<file path="src/include/smta_pkg.sv">
// Package: opcodes, flag layout, carriers and states of the subtract/mask-test datapath
`default_nettype none
package smta_pkg;
	// ------------------------------------------------------------
	// Opcode prefixes and top bytes
	// ------------------------------------------------------------
	localparam logic [7:0]  RR_SUB    = 8'ha1;
	localparam logic [7:0]  RR_TCM    = 8'ha7;
	localparam logic [7:0]  RR_TM     = 8'ha6;
	localparam logic [7:0]  DIR_SUB   = 8'h71;
	localparam logic [7:0]  DIR_TCM   = 8'h77;
	localparam logic [7:0]  DIR_TM    = 8'h76;
	localparam logic [7:0]  IDX_SUB   = 8'h79;
	localparam logic [7:0]  IDX_TCM   = 8'h7f;
	localparam logic [7:0]  IDX_TM    = 8'h7e;
	localparam logic [11:0] FULL_IMMEDIATE_SUB = 12'haa9;
	localparam logic [11:0] FULL_IMMEDIATE_TCM = 12'haaf;
	localparam logic [11:0] FULL_IMMEDIATE_TM  = 12'haae;
	localparam logic [11:0] IMM16_SUB = 12'haa1;
	localparam logic [11:0] IMM16_TCM = 12'haa7;
	localparam logic [11:0] IMM16_TM  = 12'haa6;
	localparam logic [11:0] IND32_SUB = 12'hab9;
	localparam logic [11:0] IND32_TCM = 12'habf;
	localparam logic [11:0] IND32_TM  = 12'habe;
	localparam logic [11:0] INDS_SUB  = 12'had1;
	localparam logic [11:0] INDS_TCM  = 12'had7;
	localparam logic [11:0] INDS_TM   = 12'had6;
	localparam logic [11:0] INDW_SUB  = 12'hab1;
	localparam logic [11:0] INDW_TCM  = 12'hab7;
	localparam logic [11:0] INDW_TM   = 12'hab6;
	localparam logic [11:0] INDB_ANY  = 12'had9;
	localparam logic [2:0]  BOP_SUB   = 3'h1;
	localparam logic [2:0]  BOP_TCM   = 3'h7;
	localparam logic [2:0]  BOP_TM    = 3'h6;
	localparam logic [2:0]  SUB3_ST   = 3'h5;
	// ------------------------------------------------------------
	// Flag byte, shifts, register port
	// ------------------------------------------------------------
	localparam int          FL_C      = 7;
	localparam int          FL_Z      = 6;
	localparam int          FL_S      = 5;
	localparam int          FL_V      = 4;
	localparam int          FL_B      = 3;
	localparam int          FL_UNUSED = 2;
	localparam logic [7:0]  FLAGS_RST = 8'h00;
	localparam logic [4:0]  SH_BYTE   = 5'h18;
	localparam logic [4:0]  SH_WORD   = 5'h10;
	localparam logic [3:0]  REG_FLAGS = 4'h0;
	localparam logic [3:0]  REG_STAT  = 4'h4;
	// ------------------------------------------------------------
	// Types
	// ------------------------------------------------------------
	typedef enum logic [1:0] {OP_SUB, OP_TCM, OP_TM, OP_BAD} smta_op_t;
	typedef enum logic [1:0] {SZ_BYTE, SZ_WORD, SZ_QUAD} smta_size_t;
	typedef enum logic [1:0] {SRC_IMM, SRC_REGA, SRC_REGB, SRC_MEM} smta_src_t;
	typedef enum logic [1:0] {AM_NONE, AM_DIRECT, AM_INDEX, AM_INDIR} smta_am_t;
	typedef enum logic [2:0] {S_IDLE, S_RREQ, S_ROPS, S_MRD, S_EXEC, S_MWR} smta_state_t;
	typedef struct packed {
		logic [15:0] w0;
		logic [15:0] w1;
		logic [15:0] w2;
	} smta_instr_t;
	typedef struct packed {
		smta_op_t   op;
		smta_src_t  src;
		logic       memdst;
		smta_size_t size;
		logic       sext;
		smta_am_t   am;
		logic [3:0] ra;
		logic [3:0] rb;
		logic [31:0] imm;
	} smta_dec_t;
	typedef struct packed {
		logic        we;
		smta_size_t  size;
		logic [31:0] addr;
		logic [31:0] wdata;
	} smta_mem_t;
	typedef struct packed {
		logic [3:0]  addr;
		logic [31:0] data;
	} smta_rfw_t;
	typedef struct packed {
		logic [31:0] res;
		logic        c;
		logic        z;
		logic        s;
		logic        v;
		logic        b;
	} smta_calc_t;
endpackage : smta_pkg
`default_nettype wire

</file>
<file path="src/hdl/smta_alu.sv">
// Subtract and mask-test execution datapath with its opcode decode
//
// Added by the designer: strobed register access and the register addresses.
`timescale 1ns/1ps
`default_nettype none
module smta_alu (
	input  wire logic                CLK,
	input  wire logic                RST,
	input  wire logic                INSTR_VALID,
	input  wire smta_pkg::smta_instr_t INSTR,
	output logic                     READY,
	output logic [3:0]               RF_RADDR_A,
	output logic [3:0]               RF_RADDR_B,
	input  wire logic [31:0]         RF_RDATA_A,
	input  wire logic [31:0]         RF_RDATA_B,
	output logic                     RF_WE,
	output smta_pkg::smta_rfw_t      RF_WR,
	output logic                     MEM_REQ,
	output smta_pkg::smta_mem_t      MEM_CMD,
	input  wire logic                MEM_ACK,
	input  wire logic [31:0]         MEM_RDATA,
	output logic [7:0]               FLAGS,
	output logic                     DONE,
	output logic                     ILLEGAL,
	input  wire logic [3:0]          REG_ADDR,
	input  wire logic [31:0]         REG_WDATA,
	input  wire logic                REG_WR,
	input  wire logic                REG_RD,
	output logic [31:0]              REG_RDATA
);
	// ------------------------------------------------------------
	// Functions
	// ------------------------------------------------------------
	function automatic smta_pkg::smta_op_t pick(input logic [11:0] v, input logic [11:0] c_sub,
		input logic [11:0] c_tcm);
		if (v == c_sub) begin
			return smta_pkg::OP_SUB;
		end else if (v == c_tcm) begin
			return smta_pkg::OP_TCM;
		end
		return smta_pkg::OP_TM;
	endfunction : pick

	function automatic smta_pkg::smta_dec_t decode(input smta_pkg::smta_instr_t in);
		smta_pkg::smta_dec_t d;
		logic [2:0]          sub3;
		logic                memform;
		d.op     = smta_pkg::OP_BAD;
		d.src    = smta_pkg::SRC_IMM;
		d.memdst = 1'b0;
		d.size   = smta_pkg::SZ_QUAD;
		d.sext   = 1'b0;
		d.am     = smta_pkg::AM_NONE;
		d.ra     = in.w0[3:0];
		d.rb     = in.w0[7:4];
		d.imm    = {in.w1, in.w2};
		sub3     = in.w0[6:4];
		memform  = 1'b0;
		unique case (in.w0[15:8])
			smta_pkg::RR_SUB, smta_pkg::RR_TCM, smta_pkg::RR_TM: begin
				d.op  = pick({4'h0, in.w0[15:8]}, {4'h0, smta_pkg::RR_SUB}, {4'h0, smta_pkg::RR_TCM});
				d.src = smta_pkg::SRC_REGB;
			end
			smta_pkg::DIR_SUB, smta_pkg::DIR_TCM, smta_pkg::DIR_TM: begin
				d.op    = pick({4'h0, in.w0[15:8]}, {4'h0, smta_pkg::DIR_SUB}, {4'h0, smta_pkg::DIR_TCM});
				d.am    = smta_pkg::AM_DIRECT;
				d.imm   = in.w0[7] ? {in.w1, in.w2} : {{16{in.w1[15]}}, in.w1};
				memform = 1'b1;
			end
			smta_pkg::IDX_SUB, smta_pkg::IDX_TCM, smta_pkg::IDX_TM: begin
				d.op    = pick({4'h0, in.w0[15:8]}, {4'h0, smta_pkg::IDX_SUB}, {4'h0, smta_pkg::IDX_TCM});
				d.am    = smta_pkg::AM_INDEX;
				sub3    = in.w1[15:13];
				d.imm   = {{19{in.w1[12]}}, in.w1[12:0]};
				memform = 1'b1;
				if (sub3 >= smta_pkg::SUB3_ST) begin
					d.ra = in.w0[7:4];
					d.rb = in.w0[3:0];
				end
			end
			default: begin
				unique case (in.w0[15:4])
					smta_pkg::FULL_IMMEDIATE_SUB, smta_pkg::FULL_IMMEDIATE_TCM, smta_pkg::FULL_IMMEDIATE_TM: begin
						d.op = pick(in.w0[15:4], smta_pkg::FULL_IMMEDIATE_SUB, smta_pkg::FULL_IMMEDIATE_TCM);
					end
					smta_pkg::IMM16_SUB, smta_pkg::IMM16_TCM, smta_pkg::IMM16_TM: begin
						d.op  = pick(in.w0[15:4], smta_pkg::IMM16_SUB, smta_pkg::IMM16_TCM);
						d.imm = {16'h0000, in.w1};
					end
					smta_pkg::IND32_SUB, smta_pkg::IND32_TCM, smta_pkg::IND32_TM: begin
						d.op = pick(in.w0[15:4], smta_pkg::IND32_SUB, smta_pkg::IND32_TCM);
					end
					smta_pkg::INDS_SUB, smta_pkg::INDS_TCM, smta_pkg::INDS_TM: begin
						d.op  = pick(in.w0[15:4], smta_pkg::INDS_SUB, smta_pkg::INDS_TCM);
						d.imm = {{16{in.w1[15]}}, in.w1};
					end
					smta_pkg::INDW_SUB, smta_pkg::INDW_TCM, smta_pkg::INDW_TM: begin
						d.op   = pick(in.w0[15:4], smta_pkg::INDW_SUB, smta_pkg::INDW_TCM);
						d.imm  = {16'h0000, in.w1};
						d.size = smta_pkg::SZ_WORD;
					end
					smta_pkg::INDB_ANY: begin
						d.imm  = {24'h000000, in.w1[7:0]};
						d.size = smta_pkg::SZ_BYTE;
						if (in.w1[10:8] == smta_pkg::BOP_SUB) begin
							d.op = smta_pkg::OP_SUB;
						end else if (in.w1[10:8] == smta_pkg::BOP_TCM) begin
							d.op = smta_pkg::OP_TCM;
						end else if (in.w1[10:8] == smta_pkg::BOP_TM) begin
							d.op = smta_pkg::OP_TM;
						end
					end
					default: begin
						d.op = smta_pkg::OP_BAD;
					end
				endcase
				if (in.w0[15:8] != 8'haa) begin
					d.am     = smta_pkg::AM_INDIR;
					d.memdst = 1'b1;
					d.rb     = in.w0[3:0];
				end
			end
		endcase
		if (memform) begin
			d.memdst = (sub3 >= smta_pkg::SUB3_ST);
			d.src    = d.memdst ? smta_pkg::SRC_REGA : smta_pkg::SRC_MEM;
			d.sext   = (sub3 == 3'h1) || (sub3 == 3'h3);
			if ((sub3 == 3'h0) || (sub3 == 3'h1) || (sub3 == 3'h5)) begin
				d.size = smta_pkg::SZ_BYTE;
			end else if ((sub3 == 3'h2) || (sub3 == 3'h3) || (sub3 == 3'h6)) begin
				d.size = smta_pkg::SZ_WORD;
			end else begin
				d.size = smta_pkg::SZ_QUAD;
			end
		end
		return d;
	endfunction : decode

	function automatic logic [31:0] extend(input smta_pkg::smta_size_t sz, input logic sx,
		input logic [31:0] v);
		unique case (sz)
			smta_pkg::SZ_BYTE: return sx ? {{24{v[7]}}, v[7:0]} : {24'h000000, v[7:0]};
			smta_pkg::SZ_WORD: return sx ? {{16{v[15]}}, v[15:0]} : {16'h0000, v[15:0]};
			default:           return v;
		endcase
	endfunction : extend

	// Operands are shifted up so one 32-bit adder serves every size
	function automatic smta_pkg::smta_calc_t calc(input smta_pkg::smta_op_t op,
		input smta_pkg::smta_size_t sz, input logic [31:0] d, input logic [31:0] s);
		smta_pkg::smta_calc_t r;
		logic [4:0]           sh;
		logic [31:0]          ds;
		logic [31:0]          ss;
		logic [31:0]          rs;
		logic [32:0]          sum;
		sh  = (sz == smta_pkg::SZ_BYTE) ? smta_pkg::SH_BYTE :
		      (sz == smta_pkg::SZ_WORD) ? smta_pkg::SH_WORD : 5'h00;
		ds  = d << sh;
		ss  = s << sh;
		sum = {1'b0, ds} + {1'b0, ~ss} + 33'h000000001;
		unique case (op)
			smta_pkg::OP_TCM: rs = ~ds & ss;
			smta_pkg::OP_TM:  rs = ds & ss;
			default:          rs = sum[31:0];
		endcase
		r.res = rs >> sh;
		r.c   = ~sum[32];
		r.z   = (rs == 32'h00000000);
		r.s   = rs[31];
		r.v   = (ds[31] ^ ss[31]) & (rs[31] ^ ds[31]);
		r.b   = (ds == 32'h00000000) || (ss == 32'h00000000);
		return r;
	endfunction : calc

	// ------------------------------------------------------------
	// State and datapath
	// ------------------------------------------------------------
	smta_pkg::smta_state_t state_q;
	smta_pkg::smta_dec_t   dec_q;
	smta_pkg::smta_dec_t   dec_in;
	smta_pkg::smta_calc_t  cr;
	smta_pkg::smta_size_t  fsize;
	logic [31:0]           rega_q;
	logic [31:0]           regb_q;
	logic [31:0]           memd_q;
	logic [31:0]           dst_v;
	logic [31:0]           src_v;
	logic [7:0]            flags_q;
	logic                  ready_q;
	logic                  done_q;
	logic                  illegal_q;
	logic                  bad_seen_q;
	logic                  accept;
	logic                  finish;

	assign dec_in = decode(INSTR);
	assign accept = INSTR_VALID && ready_q && (state_q == smta_pkg::S_IDLE);
	assign dst_v  = dec_q.memdst ? memd_q : rega_q;
	assign fsize  = dec_q.memdst ? dec_q.size : smta_pkg::SZ_QUAD;
	assign cr     = calc(dec_q.op, fsize, dst_v, src_v);
	assign finish = ((state_q == smta_pkg::S_EXEC) && !(dec_q.op == smta_pkg::OP_SUB && dec_q.memdst))
	             || ((state_q == smta_pkg::S_MWR) && MEM_ACK)
	             || (accept && dec_in.op == smta_pkg::OP_BAD);

	always_comb begin
		unique case (dec_q.src)
			smta_pkg::SRC_REGA: src_v = rega_q;
			smta_pkg::SRC_REGB: src_v = regb_q;
			smta_pkg::SRC_MEM:  src_v = extend(dec_q.size, dec_q.sext, memd_q);
			default:            src_v = dec_q.imm;
		endcase
	end

	always_ff @(posedge CLK) begin
		if (RST) begin
			state_q <= smta_pkg::S_IDLE;
		end else begin
			unique case (state_q)
				smta_pkg::S_IDLE: begin
					if (accept && dec_in.op != smta_pkg::OP_BAD) begin
						state_q <= smta_pkg::S_RREQ;
					end
				end
				smta_pkg::S_RREQ: state_q <= smta_pkg::S_ROPS;
				smta_pkg::S_ROPS: begin
					state_q <= (dec_q.am == smta_pkg::AM_NONE) ? smta_pkg::S_EXEC : smta_pkg::S_MRD;
				end
				smta_pkg::S_MRD: begin
					if (MEM_ACK) begin
						state_q <= smta_pkg::S_EXEC;
					end
				end
				smta_pkg::S_EXEC: begin
					state_q <= (dec_q.op == smta_pkg::OP_SUB && dec_q.memdst) ?
					           smta_pkg::S_MWR : smta_pkg::S_IDLE;
				end
				smta_pkg::S_MWR: begin
					if (MEM_ACK) begin
						state_q <= smta_pkg::S_IDLE;
					end
				end
				default: state_q <= smta_pkg::S_IDLE;
			endcase
		end
	end

	always_ff @(posedge CLK) begin
		if (RST) begin
			dec_q       <= '0;
			RF_RADDR_A  <= 4'h0;
			RF_RADDR_B  <= 4'h0;
		end else if (accept) begin
			dec_q       <= dec_in;
			RF_RADDR_A  <= dec_in.ra;
			RF_RADDR_B  <= dec_in.rb;
		end
	end

	always_ff @(posedge CLK) begin
		if (RST) begin
			rega_q <= 32'h00000000;
			regb_q <= 32'h00000000;
			memd_q <= 32'h00000000;
		end else begin
			if (state_q == smta_pkg::S_ROPS) begin
				rega_q <= RF_RDATA_A;
				regb_q <= RF_RDATA_B;
			end
			if (state_q == smta_pkg::S_MRD && MEM_ACK) begin
				memd_q <= MEM_RDATA;
			end
		end
	end

	// Memory port: request held until acknowledged
	always_ff @(posedge CLK) begin
		if (RST) begin
			MEM_REQ <= 1'b0;
			MEM_CMD <= '0;
		end else if (state_q == smta_pkg::S_ROPS && dec_q.am != smta_pkg::AM_NONE) begin
			MEM_REQ       <= 1'b1;
			MEM_CMD.we    <= 1'b0;
			MEM_CMD.size  <= dec_q.size;
			MEM_CMD.wdata <= 32'h00000000;
			unique case (dec_q.am)
				smta_pkg::AM_DIRECT: MEM_CMD.addr <= dec_q.imm;
				smta_pkg::AM_INDEX:  MEM_CMD.addr <= RF_RDATA_B + dec_q.imm;
				default:             MEM_CMD.addr <= RF_RDATA_B;
			endcase
		end else if (state_q == smta_pkg::S_EXEC && dec_q.op == smta_pkg::OP_SUB && dec_q.memdst) begin
			MEM_REQ       <= 1'b1;
			MEM_CMD.we    <= 1'b1;
			MEM_CMD.wdata <= cr.res;
		end else if (MEM_ACK) begin
			MEM_REQ <= 1'b0;
		end
	end

	// Register write-back only for subtract to a register
	always_ff @(posedge CLK) begin
		if (RST) begin
			RF_WE <= 1'b0;
			RF_WR <= '0;
		end else begin
			RF_WE <= (state_q == smta_pkg::S_EXEC) && (dec_q.op == smta_pkg::OP_SUB) && !dec_q.memdst;
			if (state_q == smta_pkg::S_EXEC) begin
				RF_WR.addr <= dec_q.ra;
				RF_WR.data <= cr.res;
			end
		end
	end

	// Flags: execution wins over a software write in the same cycle
	always_ff @(posedge CLK) begin
		if (RST) begin
			flags_q <= smta_pkg::FLAGS_RST;
		end else if (state_q == smta_pkg::S_EXEC) begin
			flags_q[smta_pkg::FL_Z]      <= cr.z;
			flags_q[smta_pkg::FL_S]      <= cr.s;
			flags_q[smta_pkg::FL_B]      <= cr.b;
			flags_q[smta_pkg::FL_UNUSED] <= 1'b0;
			if (dec_q.op == smta_pkg::OP_SUB) begin
				flags_q[smta_pkg::FL_C] <= cr.c;
				flags_q[smta_pkg::FL_V] <= cr.v;
			end else begin
				flags_q[smta_pkg::FL_V] <= 1'b0;
			end
		end else if (REG_WR && REG_ADDR == smta_pkg::REG_FLAGS) begin
			flags_q <= {REG_WDATA[7:3], 1'b0, REG_WDATA[1:0]};
		end
	end

	always_ff @(posedge CLK) begin
		if (RST) begin
			ready_q    <= 1'b1;
			done_q     <= 1'b0;
			illegal_q  <= 1'b0;
			bad_seen_q <= 1'b0;
		end else begin
			ready_q   <= finish || (ready_q && !accept);
			done_q    <= finish;
			illegal_q <= accept && dec_in.op == smta_pkg::OP_BAD;
			if (accept) begin
				bad_seen_q <= (dec_in.op == smta_pkg::OP_BAD);
			end
		end
	end

	always_ff @(posedge CLK) begin
		if (RST) begin
			REG_RDATA <= 32'h00000000;
		end else if (REG_RD) begin
			unique case (REG_ADDR)
				smta_pkg::REG_FLAGS: REG_RDATA <= {24'h000000, flags_q};
				smta_pkg::REG_STAT:  REG_RDATA <= {30'h0, bad_seen_q, !ready_q};
				default:             REG_RDATA <= 32'h00000000;
			endcase
		end else begin
			REG_RDATA <= 32'h00000000;
		end
	end

	assign READY   = ready_q;
	assign FLAGS   = flags_q;
	assign DONE    = done_q;
	assign ILLEGAL = illegal_q;

	logic       in_exec;
	logic [1:0] irq_en;
	logic       dst_msb;
	logic       src_msb;
	logic [7:0] dst_byte;
	logic [7:0] src_byte;
	logic       carry_f;
	assign in_exec  = (state_q == smta_pkg::S_EXEC);
	assign irq_en   = flags_q[1:0];
	assign dst_msb  = dst_v[31];
	assign src_msb  = src_v[31];
	assign dst_byte = dst_v[7:0];
	assign src_byte = src_v[7:0];
	assign carry_f  = flags_q[smta_pkg::FL_C];
endmodule : smta_alu
`default_nettype wire

</file>
<file path="config.mk">
export PLATFORM = sky130hd
export DESIGN_NAME = smta_alu
export DESIGN_NICKNAME = d
export VERILOG_FILES = /design/src/include/smta_pkg.sv /design/src/hdl/smta_alu.sv
export SDC_FILE = /design/constraint.sdc
export NUM_CORES = 1
export LEC_CHECK = 0
export ABC_CLOCK_PERIOD_IN_PS = 7450
export BUFFER_PORTS_ARGS = -buffer_cell sky130_fd_sc_hd__buf_2
export CAP_MARGIN = 20
export CORE_MARGIN = 2
export CORE_UTILIZATION = 45
export CTS_CLUSTER_SIZE = 14
export DETAILED_ROUTE_END_ITERATION = 6
export PLACE_DENSITY = 0.68
export SYNTH_ARGS = -nofsm -noshare
export SYNTH_HDL_FRONTEND = slang
export SYNTH_SLANG_ARGS = --single-unit
export TNS_END_PERCENT = 1
</file>
<file path="constraint.sdc">
create_clock -name CLK -period 7.45 [get_ports CLK]
set_input_delay 0.745 -clock CLK [delete_from_list [all_inputs] [get_ports CLK]]
set_output_delay 0.745 -clock CLK [all_outputs]
set_load 0.02 [all_outputs]
</file>
==> results of run 1 <==
-- sequential cells by signal (all words and copies together), names as in the netlist --
signal	count
READY	1
memd_q	32
REG_RDATA	7
dec_q	46
regb_q	32
FLAGS	7
RF_WE	1
DONE	1
MEM_CMD	67
rega_q	32
RF_RADDR_B	4
state_q	3
bad_seen_q	1
RF_WR	36
ILLEGAL	1
MEM_REQ	1
-- kinds of logic (layout without fill, tap and decap cells) --
| family | count (synthesis) | count (layout) | synth area share [%] |
|---|---|---|---|
| AND/OR/NAND/NOR | 923 | 923 | 22.8 |
| AO/OA/AOI/OAI | 764 | 764 | 27.6 |
| flip-flops | 272 | 272 | 30.2 |
| buffers and inverters | 250 | 424 | 6.26 |
| XOR/XNOR | 85 | 85 | 4.14 |
| adder cells (fa/ha/maj) | 70 | 70 | 4.95 |
| multiplexers | 68 | 68 | 4.02 |
| other | 1 | 27 | 0.0208 |
-- through the flow --
stage | area (µm²) | util [%] | hold slack, ps
3_3_place_gp | 19500 | 49.2 | 432
3_5_place_dp | 19500 | 49.2 | 440
5_1_grt | 20600 | 51.9 | 392
6_report | 20600 | 51.9 | 381
4_1_cts | 20500 | 51.8 | 363
2_1_floorplan | 18100 | - | 431
-- worst register-to-register path, delay by kind of cell, from the launching register on --
| kind | cells | cell delay, ps |
|---|---|---|
| buf+inv | 1 | 490 |
| simple gates | 8 | 2520 |
| xor+xnor | 1 | 140 |
| compound gates | 5 | 1400 |
| fa+ha+maj | 1 | 390 |
| flops | 1 | 590 |
-- layout by cell type, fill, tap and decap left out, drive strengths merged, types with 15 or more instances in the layout --
cell type / netlist / final
a211oi: 42 / 42
a21o: 34 / 34
a21oi: 292 / 292
a221oi: 19 / 19
a22oi: 20 / 20
a31oi: 27 / 27
and2: 18 / 18
buf: 80 / 316
clkbuf: 116 / 37
conb: 1 / 26
dfxtp: 272 / 272
ha: 68 / 68
inv: 53 / 53
mux2: 15 / 15
mux2i: 51 / 51
nand2: 457 / 457
nand2b: 28 / 28
nand3: 44 / 44
nand4: 16 / 16
nor2: 204 / 204
nor2b: 22 / 22
nor3: 54 / 54
o211ai: 24 / 24
o21a: 18 / 18
o21ai: 144 / 144
o22ai: 15 / 15
xnor2: 47 / 47
xor2: 38 / 38
-- final cells by class --
class                      count  area (µm²)  area share [%]
multi-input combinational   1936       11600            56.3
timing repair buffer         316        1670            8.10
clock inverter                17         180           0.876
tap                          525         657            3.20
sequential                   272        5450            26.5
clock buffer                  37         837            4.07
antenna                        1        2.50          0.0122
inverter                      54         203           0.986
-- report_power, final --
part | switching, mW | internal [mW] | total, mW
registers | 0.0685 | 1.50 | 1.57
clock network | 0.645 | 0.870 | 1.51
logic | 1.03 | 0.538 | 1.57
total | 1.74 | 2.91 | 4.65
-- metal layers --
| layer | global-route usage [%] | routed length (µm) | vias up |
|---|---|---|---|
| li1 | - | - | 8984 |
| met1 | 44.1 | 30100 | 9028 |
| met4 | 12.6 | 2790 | 2 |
| met2 | 50.7 | 30200 | 871 |
| met5 | 0 | 12 | - |
| met3 | 4.48 | 5820 | 142 |
-- how the worst max path moves through the flow --
stage	endpoint	depth (start not counted)	slack (ps)	startpoint
6_report	FLAGS[6]	16	1830	dec_q[47]
5_1_grt	FLAGS[6]	16	1570	dec_q[47]
4_1_cts	FLAGS[6]	16	1950	dec_q[47]
3_5_place_dp	FLAGS[6]	16	1980	dec_q[47]
3_3_place_gp	FLAGS[6]	16	2100	dec_q[47]
2_1_floorplan	FLAGS[6]	19	2870	dec_q[44]
==> metrics.md, run 1 <==
| Metric | Value |
|---|---|
| Status | complete, no violations |
| Critical path arrival | 6140 ps |
| Cell repeated most along the worst path | a21oi_1 |
| Initial DRC Count | ~1,600 |
| Latest clock arrival within the worst-skew pair | roughly 600 ps |
| Tot GR Track Use | 32.0% |
| Total Wirelength | 68.8 mm |
| Cells after Synth | ~2,400 |
| Worst-path fanout max | 33 |
| Worst clock skew | 29.4 ps |
| DP Worst Slack | 1980 ps |
| Root buf cell | clkbuf_16 |
| Layout cells sized above 1 | roughly 17% |
| Fillers | approximately 4,000 |
| Mapped Area | ~18,000 µm² |
| Number of max-cap violations | 0 |
| Crit path capture type | register |
| Die W | 204 µm |
| Synth top area share | 30.2% |
| Sequential fraction of the synthesis area | roughly 30% |
| Top FF cell, synth | dfxtp_1 |
| Crit share post-route | 75.5% |
| HPWL after detailed placement | ~53 mm |
| Postcts setup bufs | 0 |
| RSZ-0062 raised after global routing | no |
| Post-synth top cells | nand2_1, a21oi_1, dfxtp_1, nor2_1, o21ai_0 |
| Area of the die | about 42,000 µm² |
| Worst-path cell chain | buf_4 > nand3_1 > nor4_2 > a21oi_1 > o221a_2 > ha_1 > nand2_1 > or3_1 > nand3b_1 > o211a_1 > xnor2_1 > a21oi_1 > nand4bb_1 > nor4_1 > nand4b_1 > o31ai_2 |
| DRT Pass-1 Iters | 7 |
| Residual DRC | 0 |
| Post-synth EDFFs | 0 |
| Synth Register Bits | between 200 and 300 |
| Critical Path Slowest Stage Cell | nor4_2 |
| Main area contributors after synthesis | dfxtp_1, nand2_1, a21oi_1 |
| NumNets Final | 2,866 |
| TNS Setup | 0 ps |
| Initial Util | roughly 45% |
| Hold-fix buffers at CTS | 0 |
| GRT Residual Overflow | 0 |
| Final Power | between 4 and 5 mW |
| Final antenna-violating net count | 0 |
| H-tree Lvls | 1 |
| Avg Synthesized Cell Area | around 7.4 µm² |
| Synthesis-to-finish area growth | 14.2% |
| Rows | 73 |
| Post-cts sizing count | 0 |
| Count of cell types in the netlist | 108 |
| Top-count cell post-synth | nand2_1 |
| Hold Crit Class | in2reg |
| P per Cell Area | roughly 230 nW/µm² |
| Largest net degree at the start of global routing | about 120 |
| Critical path startpoint category | register |
| CTS tree | built |
| First-pass GRT wire length | about 100 mm |
| Final instance count without filler cells | roughly 3,200 |
| R2r worst-path depth | 16 |
| Vias | approximately 19,000 |
| WHS Path Cells | 3 |
| Largest area contributor in the netlist | dfxtp_1 |
| Terminus of the critical flop-to-flop path | FLAGS[6] |
| Peak VDD IR | 0.163 mV |
| Leakage power | 8.32 nW |
| Slew margin rel. | a little over a third |
| Die outline height | between 200 and 250 µm |
| R2R Path Start | dec_q[47] |
| PnR worst setup slack | 1830 ps |
| CP top delay family | simple AND/OR/NAND/NOR gates |
| Vias in the first global route | 17,600 |
| WHS Endpoint | rega_q[26] |
| Fmax | 0.178 GHz |
| TritonCTS Buffers | 30 |
| Placed Cells incl. Taps | just over 3,000 |
| Final Hold Vio Count | 0 |
| Worst hold start | RF_RDATA_A[26] |
| CP max stage delay | approximately 660 ps |
| Final max-slew violation count | 0 |
| Final Setup Violations | 0 |
| Drt via density | roughly 6 |
| Ys async rst share | 0% |
| Core box area | a little under 40,000 µm² |
| Final min period | ~5600 ps |
| WL/cell | around 22 µm |
| IO Port Bufs | just under 300 |
| Clock slew at reported path FFs | 60 ps |
| Initial antenna violation count | 1 |
| Clock tree buffer depth | 3 |
| Worst slew pin tran | about 970 ps |
| Crit path kind | reg2reg |
| Worst Path Buf+Inv | 1 |
| CP Data Required Time | just under 8000 ps |
| # IOs | about 340 |
| Clk sinks | 272 |
| Reg2reg setup slack | 1830 ps |
| Syn. warnings | 0 |
| GP Congestion | 0.999 |
Power figures use the tool's default switching activity.
==> run 2, diff against run 1 <==
- ABC_CLOCK_PERIOD_IN_PS: 7450 -> 4850
- PLACE_DENSITY: 0.68 -> 0.71
- clock period: 7.45 -> 4.85 ns (I/O delays scaled with it)
==> metrics.md, run 2 (synthesized netlist as in run 1, its figures left out) <==
| Metric | Value |
|---|---|
| Leakage power | about 9 nW |
| Status | complete, no violations |
| Post-cts sizing count | 0 |
| DP Area | about 21,000 µm² |
| DRT Pass-1 Iters | 6 |
| GRT Residual Overflow | 0 |
| Commonest non-fill, non-tap cell in the layout | nand2_1 |
| GP Congestion | between 1 and 1.5 |
| HPWL after detailed placement | roughly 57 mm |
| Worst-path cell chain | buf_4 > mux2i_1 > nand2_1 > ha_1 > or3_1 > buf_4 > o31ai_2 > a31oi_2 > o31a_1 > o21a_2 > o221a_2 > or2_1 > a21oi_2 > a2111oi_2 |
| Critical path arrival | ~5100 ps |
| # IOs | about 340 |
| Register area | between 5000 and 6000 µm² |
| Total Wirelength | approximately 70 mm |
| R2R Path Start | dec_q[46] |
| Latest clock arrival within the worst-skew pair | between 600 and 700 ps |
| Clk sinks | about 270 |
| Crit share post-route | 96.0% |
| Postcts setup bufs | 0 |
| Synthesis-to-finish area growth | 21.7% |
| Residual DRC | 0 |
| Commonest cells after routing, fill and taps aside | nand2_1, a21oi_1, buf_2 |
| Peak VDD IR | about 0.21 mV |
| Area of the die | 41,600 µm² |
| Worst-path fanout max | 14 |
| Ant diodes | 0 |
| Hold-fix buffers at CTS | 0 |
| TNS Setup | 0 ps |
| CP max stage delay | between 700 and 800 ps |
| Fmax | approximately 0.21 GHz |
| First-pass GRT wire length | about 110 mm |
| RSZ-0062 raised after global routing | no |
| Vias | 19,700 |
| CTS tree | built |
| H-tree Lvls | 1 |
| Placed Cells incl. Taps | between 3,000 and 4,000 |
| Final Hold Vio Count | 0 |
| Tot GR Track Use | 33.5% |
| TritonCTS Buffers | 29 |
| Final Util | roughly 55% |
| CP Data Required Time | between 5000 and 6000 ps |
| PnR worst setup slack | ~190 ps |
| Final max-slew violation count | 0 |
| Hold Crit Class | in2reg |
| Clock tree buffer depth | 3 |
| Largest regs | MEM_CMD: 67 flops, dec_q: 46 flops, RF_WR: 36 flops |
| Most flops, register | MEM_CMD |
| Layout cells sized above 1 | a little over a fifth |
| Initial Util | between 40 and 50% |
| Crit path from | dec_q[46] |
| Root buf cell | clkbuf_16 |
| Core box area | 39,600 µm² |
| WHS | 119 ps |
| Final Setup Violations | 0 |
| P per Cell Area | ~350 nW/µm² |
| CP top delay family | compound AO/OA/AOI/OAI gates |
| Rows | 73 |
| Critical path startpoint category | register |
| Largest net degree at the start of global routing | between 100 and 150 |
| Drt via density | 5.93 |
| Initial antenna violation count | 0 |
| Final Power | just under 8 mW |
| Initial DRC Count | 2,008 |
| Worst hold start | REG_WDATA[0] |
| DP Worst Slack | between 300 and 400 ps |
| Post-route cell area | 21,900 µm² |
| Fillers | around 3,900 |
| WL/cell | 21.6 µm |
| Crit path kind | reg2reg |
| Number of max-cap violations | 0 |
| Final antenna-violating net count | 0 |
| Final instance count without filler cells | between 3,000 and 4,000 |
| Vias in the first global route | 18,500 |
| Critical Path Slowest Stage Cell | dfxtp_1 |
| IO Port Bufs | a little under 300 |
| Die W | roughly 200 µm |
| Final min period | between 4000 and 5000 ps |
| Worst Path Buf+Inv | 2 |
| Slew margin rel. | 29.8% |
| Worst clock skew | just over 40 ps |
| Max reg flops | 67 |
| Clock slew at reported path FFs | roughly 60 ps |
| Crit path capture type | register |
| Multi-input logic area | 11,600 µm² |
| Die outline height | between 200 and 250 µm |
| Cell repeated most along the worst path | buf_4 |
| NumNets Final | 3,030 |
| Worst slew pin tran | around 1100 ps |
-- run 2: cell count changes in the layout (fill, tap and decap cells not counted), sizes merged --
cell / before / now
diode: 1 / 0
bufinv: 2 / 7
clkbuf: 37 / 40
buf: 316 / 481
clkinv: 11 / 3
inv: 53 / 55
clkinvlp: 5 / 1
-- run 2: area by class of cell --
type	instances	area share (%)
Timing Repair Buffer	481	13.4
Tap cell	525	3.00
Sequential cell	272	24.9
Multi-Input combinational cell	1936	52.9
Inverter	54	0.926
Clock buffer	40	3.73
Clock inverter	12	1.19
-- run 2: per-layer routing --
| layer | global-route usage [%] | wire length (µm) |
|---|---|---|
| met2 | 52.8 | 31500 |
| met1 | 45.5 | 30600 |
| met4 | 14.4 | 3230 |
| met3 | 5.20 | 6370 |
| met5 | 0 | 0 |
-- run 2: worst paths after layout --
| path | slack, ps | endpoint | cells after the start |
|---|---|---|---|
| worst min-delay path | 120 | FLAGS[0] | 3 |
| worst max-delay path | 190 | RF_WR[7] | 14 |
| worst min register to register | 450 | MEM_CMD[36] | 2 |
| worst max register to register | 190 | RF_WR[7] | 14 |
-- run 2: tightest hold or removal path: stages --
cell and delay, ps:
buf_2 100, nand2_1 40, a21oi_1 50
-- run 2: power by group --
group          switching [mW]  internal [mW]
registers              0.0994           2.30
clock network           0.985           1.55
logic                    1.67           1.16
total                    2.76           5.02
==> run 3, diff against run 2 <==
- CORE_UTILIZATION: 45 -> 51
- PLACE_DENSITY: 0.71 -> 0.78
==> metrics.md, run 3 (synthesized netlist as in run 1, its figures left out) <==
| Metric | Value |
|---|---|
| Critical path startpoint category | register |
| Final Hold Vio Count | 0 |
| Number of max-cap violations | 0 |
| Area of the die | 36,800 µm² |
| First-pass GRT wire length | between 100 and 150 mm |
| Postcts setup bufs | 0 |
| Crit path from | dec_q[46] |
| Cell repeated most along the worst path | buf_4 |
| Crit path kind | reg2reg |
| IO Port Bufs | 290 |
| CP top delay family | compound AO/OA/AOI/OAI gates |
| Crit share post-route | between 90% and 100% |
| Synthesis-to-finish area growth | 19.9% |
| WHS Path Cells | 3 |
| CP Data Required Time | about 5300 ps |
| Critical path arrival | between 5000 and 6000 ps |
| Commonest non-fill, non-tap cell in the layout | nand2_1 |
| Leakage power | ~9.0 nW |
| Most flops, register | MEM_CMD |
| Sw Pwr | around 2.8 mW |
| Largest net degree at the start of global routing | between 100 and 150 |
| Latest clock arrival within the worst-skew pair | 620 ps |
| Drt via density | 6.17 |
| WL/cell | between 20 and 25 µm |
| Max reg flops | 67 |
| Die outline height | ~190 µm |
| Status | complete, no violations |
| Placed Cells incl. Taps | between 3,000 and 4,000 |
| TritonCTS Buffers | 30 |
| GR met2 Demand/Resource | 58.3% |
| Clock Power Share | between 30% and 40% |
| Sw Share | a little over a third |
| Layout cells sized above 1 | 21.4% |
| Power share of the combinational group | 35.2% |
| Hold-fix buffers at CTS | 0 |
| GRT Residual Overflow | 0 |
| Die W | ~190 µm |
| RSZ-0062 raised after global routing | no |
| Worst hold start | MEM_RDATA[28] |
| Clock tree buffer depth | 3 |
| WHS Endpoint | memd_q[28] |
| NumNets Final | roughly 3,000 |
| Initial Util | approximately 52% |
| Initial antenna violation count | 1 |
| Root buf cell | clkbuf_16 |
| Reg2reg setup slack | ~230 ps |
| Core box area | 34,600 µm² |
| Worst clock skew | between 40 and 50 ps |
| H-tree Lvls | 1 |
| Worst Path Buf+Inv | 3 |
| Residual DRC | 0 |
| CP max stage delay | about 500 ps |
| Final Power | roughly 7.6 mW |
| DRT Pass-1 Iters | 6 |
| TNS Setup | 0 ps |
| Fmax | between 0.2 and 0.25 GHz |
| Met1 usage in global routing | 52.3% |
| Vias | approximately 20,000 |
| R2R Path Start | dec_q[46] |
| # IOs | between 300 and 400 |
| Grt met3 use | between 4 and 5% |
| Clk sinks | roughly 270 |
| Terminus of the critical flop-to-flop path | RF_WR[12] |
| GP Congestion | between 1 and 1.5 |
| P per Cell Area | ~350 nW/µm² |
| Peak VDD IR | ~0.36 mV |
| Crit path capture type | register |
| Final antenna-violating net count | 0 |
| Critical Path Slowest Stage Cell | a221oi_1 |
| Final Util | ~62% |
| Worst-path cell chain | buf_4 > or2_2 > o221ai_1 > o21ai_0 > nand2_1 > o221a_2 > ha_1 > buf_4 > a21o_1 > a21oi_1 > o211a_1 > o211ai_4 > a2111oi_2 > or4_1 > nand4_2 > a221oi_1 > buf_4 > nor3_1 |
| HPWL after detailed placement | between 50 and 60 mm |
| Final Setup Violations | 0 |
| Tot GR Track Use | a little under two fifths |
| Rows | around 70 |
| Internal | 4.83 mW |
| Sequential power share | between 30% and 40% |
| GRT busiest layer | met2 |
| Slew margin rel. | between 20 and 30% |
| Initial DRC Count | around 2,000 |
| Worst-path fanout max | 10 |
| Largest regs | MEM_CMD: 67 flops, dec_q: 46 flops, RF_WR: 36 flops |
| Vias in the first global route | 18,200 |
| R2r worst-path depth | 18 |
| Commonest cells after routing, fill and taps aside | nand2_1, a21oi_1, buf_2 |
| Final min period | 4620 ps |
| Worst slew pin tran | 1050 ps |
| Final max-slew violation count | 0 |
| Hold Crit Class | in2reg |
| CTS tree | built |
| Clock slew at reported path FFs | ~60 ps |
| Final instance count without filler cells | about 3,200 |
| Total Wirelength | just over 70 mm |
-- run 3: cell count changes in the layout (fill, tap and decap cells not counted), moves of 2 or more --
cell	change
buf_4	-31
clkbuf_1	-4
clkinv_2	+4
bufinv_16	-2
clkinvlp_4	+2
diode_2	+2
-- run 3: stage by stage --
step                      setup slack (ps)  hold WS (ps)  area (µm²)
after global placement                 101           431       20500
after CTS                             79.0           113       21600
after global routing                  6.03           118       21600
after detailed placement               100           438       20500
after floorplan                        267           431       18100
final                                  230           113       21600
-- run 3: tightest hold or removal path, cell delays in order --
cell	delay (ps)
buf_2	90
nand2_1	50
a21oi_1	50
-- run 3: power by group through the flow --
stage	logic [mW]	clock network, mW	registers (mW)
floorplan	1.68	0	2.41
finish	2.68	2.52	2.41
global placement	2.56	0	2.44
detailed placement	2.59	0	2.45
CTS	2.60	2.52	2.40
global route	2.86	2.61	2.41
-- run 3: worst max-delay path by stage --
stage / end / cells after the start / slack (ps)
floorplan: FLAGS[6] / 19 / 270
global placement: FLAGS[6] / 19 / 100
detailed placement: FLAGS[6] / 19 / 100
CTS: FLAGS[6] / 19 / 80
global route: FLAGS[6] / 19 / 6
finish: RF_WR[12] / 18 / 230
-- run 3: timing repair --
item | CTS | global route
resized for setup | 0 | 3
endpoints found under the setup margin | 0 | 11
hold endpoints to repair | 0 | 0
-- run 3: cell type report --
cell class / count / area, µm²
Inverter: 54 / 203
Fill cell: 3179 / 13000
Antenna cell: 2 / 5.00
Sequential cell: 272 / 5450
Timing Repair Buffer: 449 / 2690
Clock buffer: 37 / 827
Clock inverter: 18 / 265
Multi-Input combinational cell: 1936 / 11600
Tap cell: 455 / 569
-- run 3: routing by layer --
layer / routed length (µm) / vias to the layer above / share of wire (%)
li1: - / 9243 / -
met4: 3040 / 0 / 4.3
met3: 6330 / 176 / 9.0
met5: 0 / - / 0
met1: 30500 / 9411 / 43
met2: 30700 / 1072 / 44
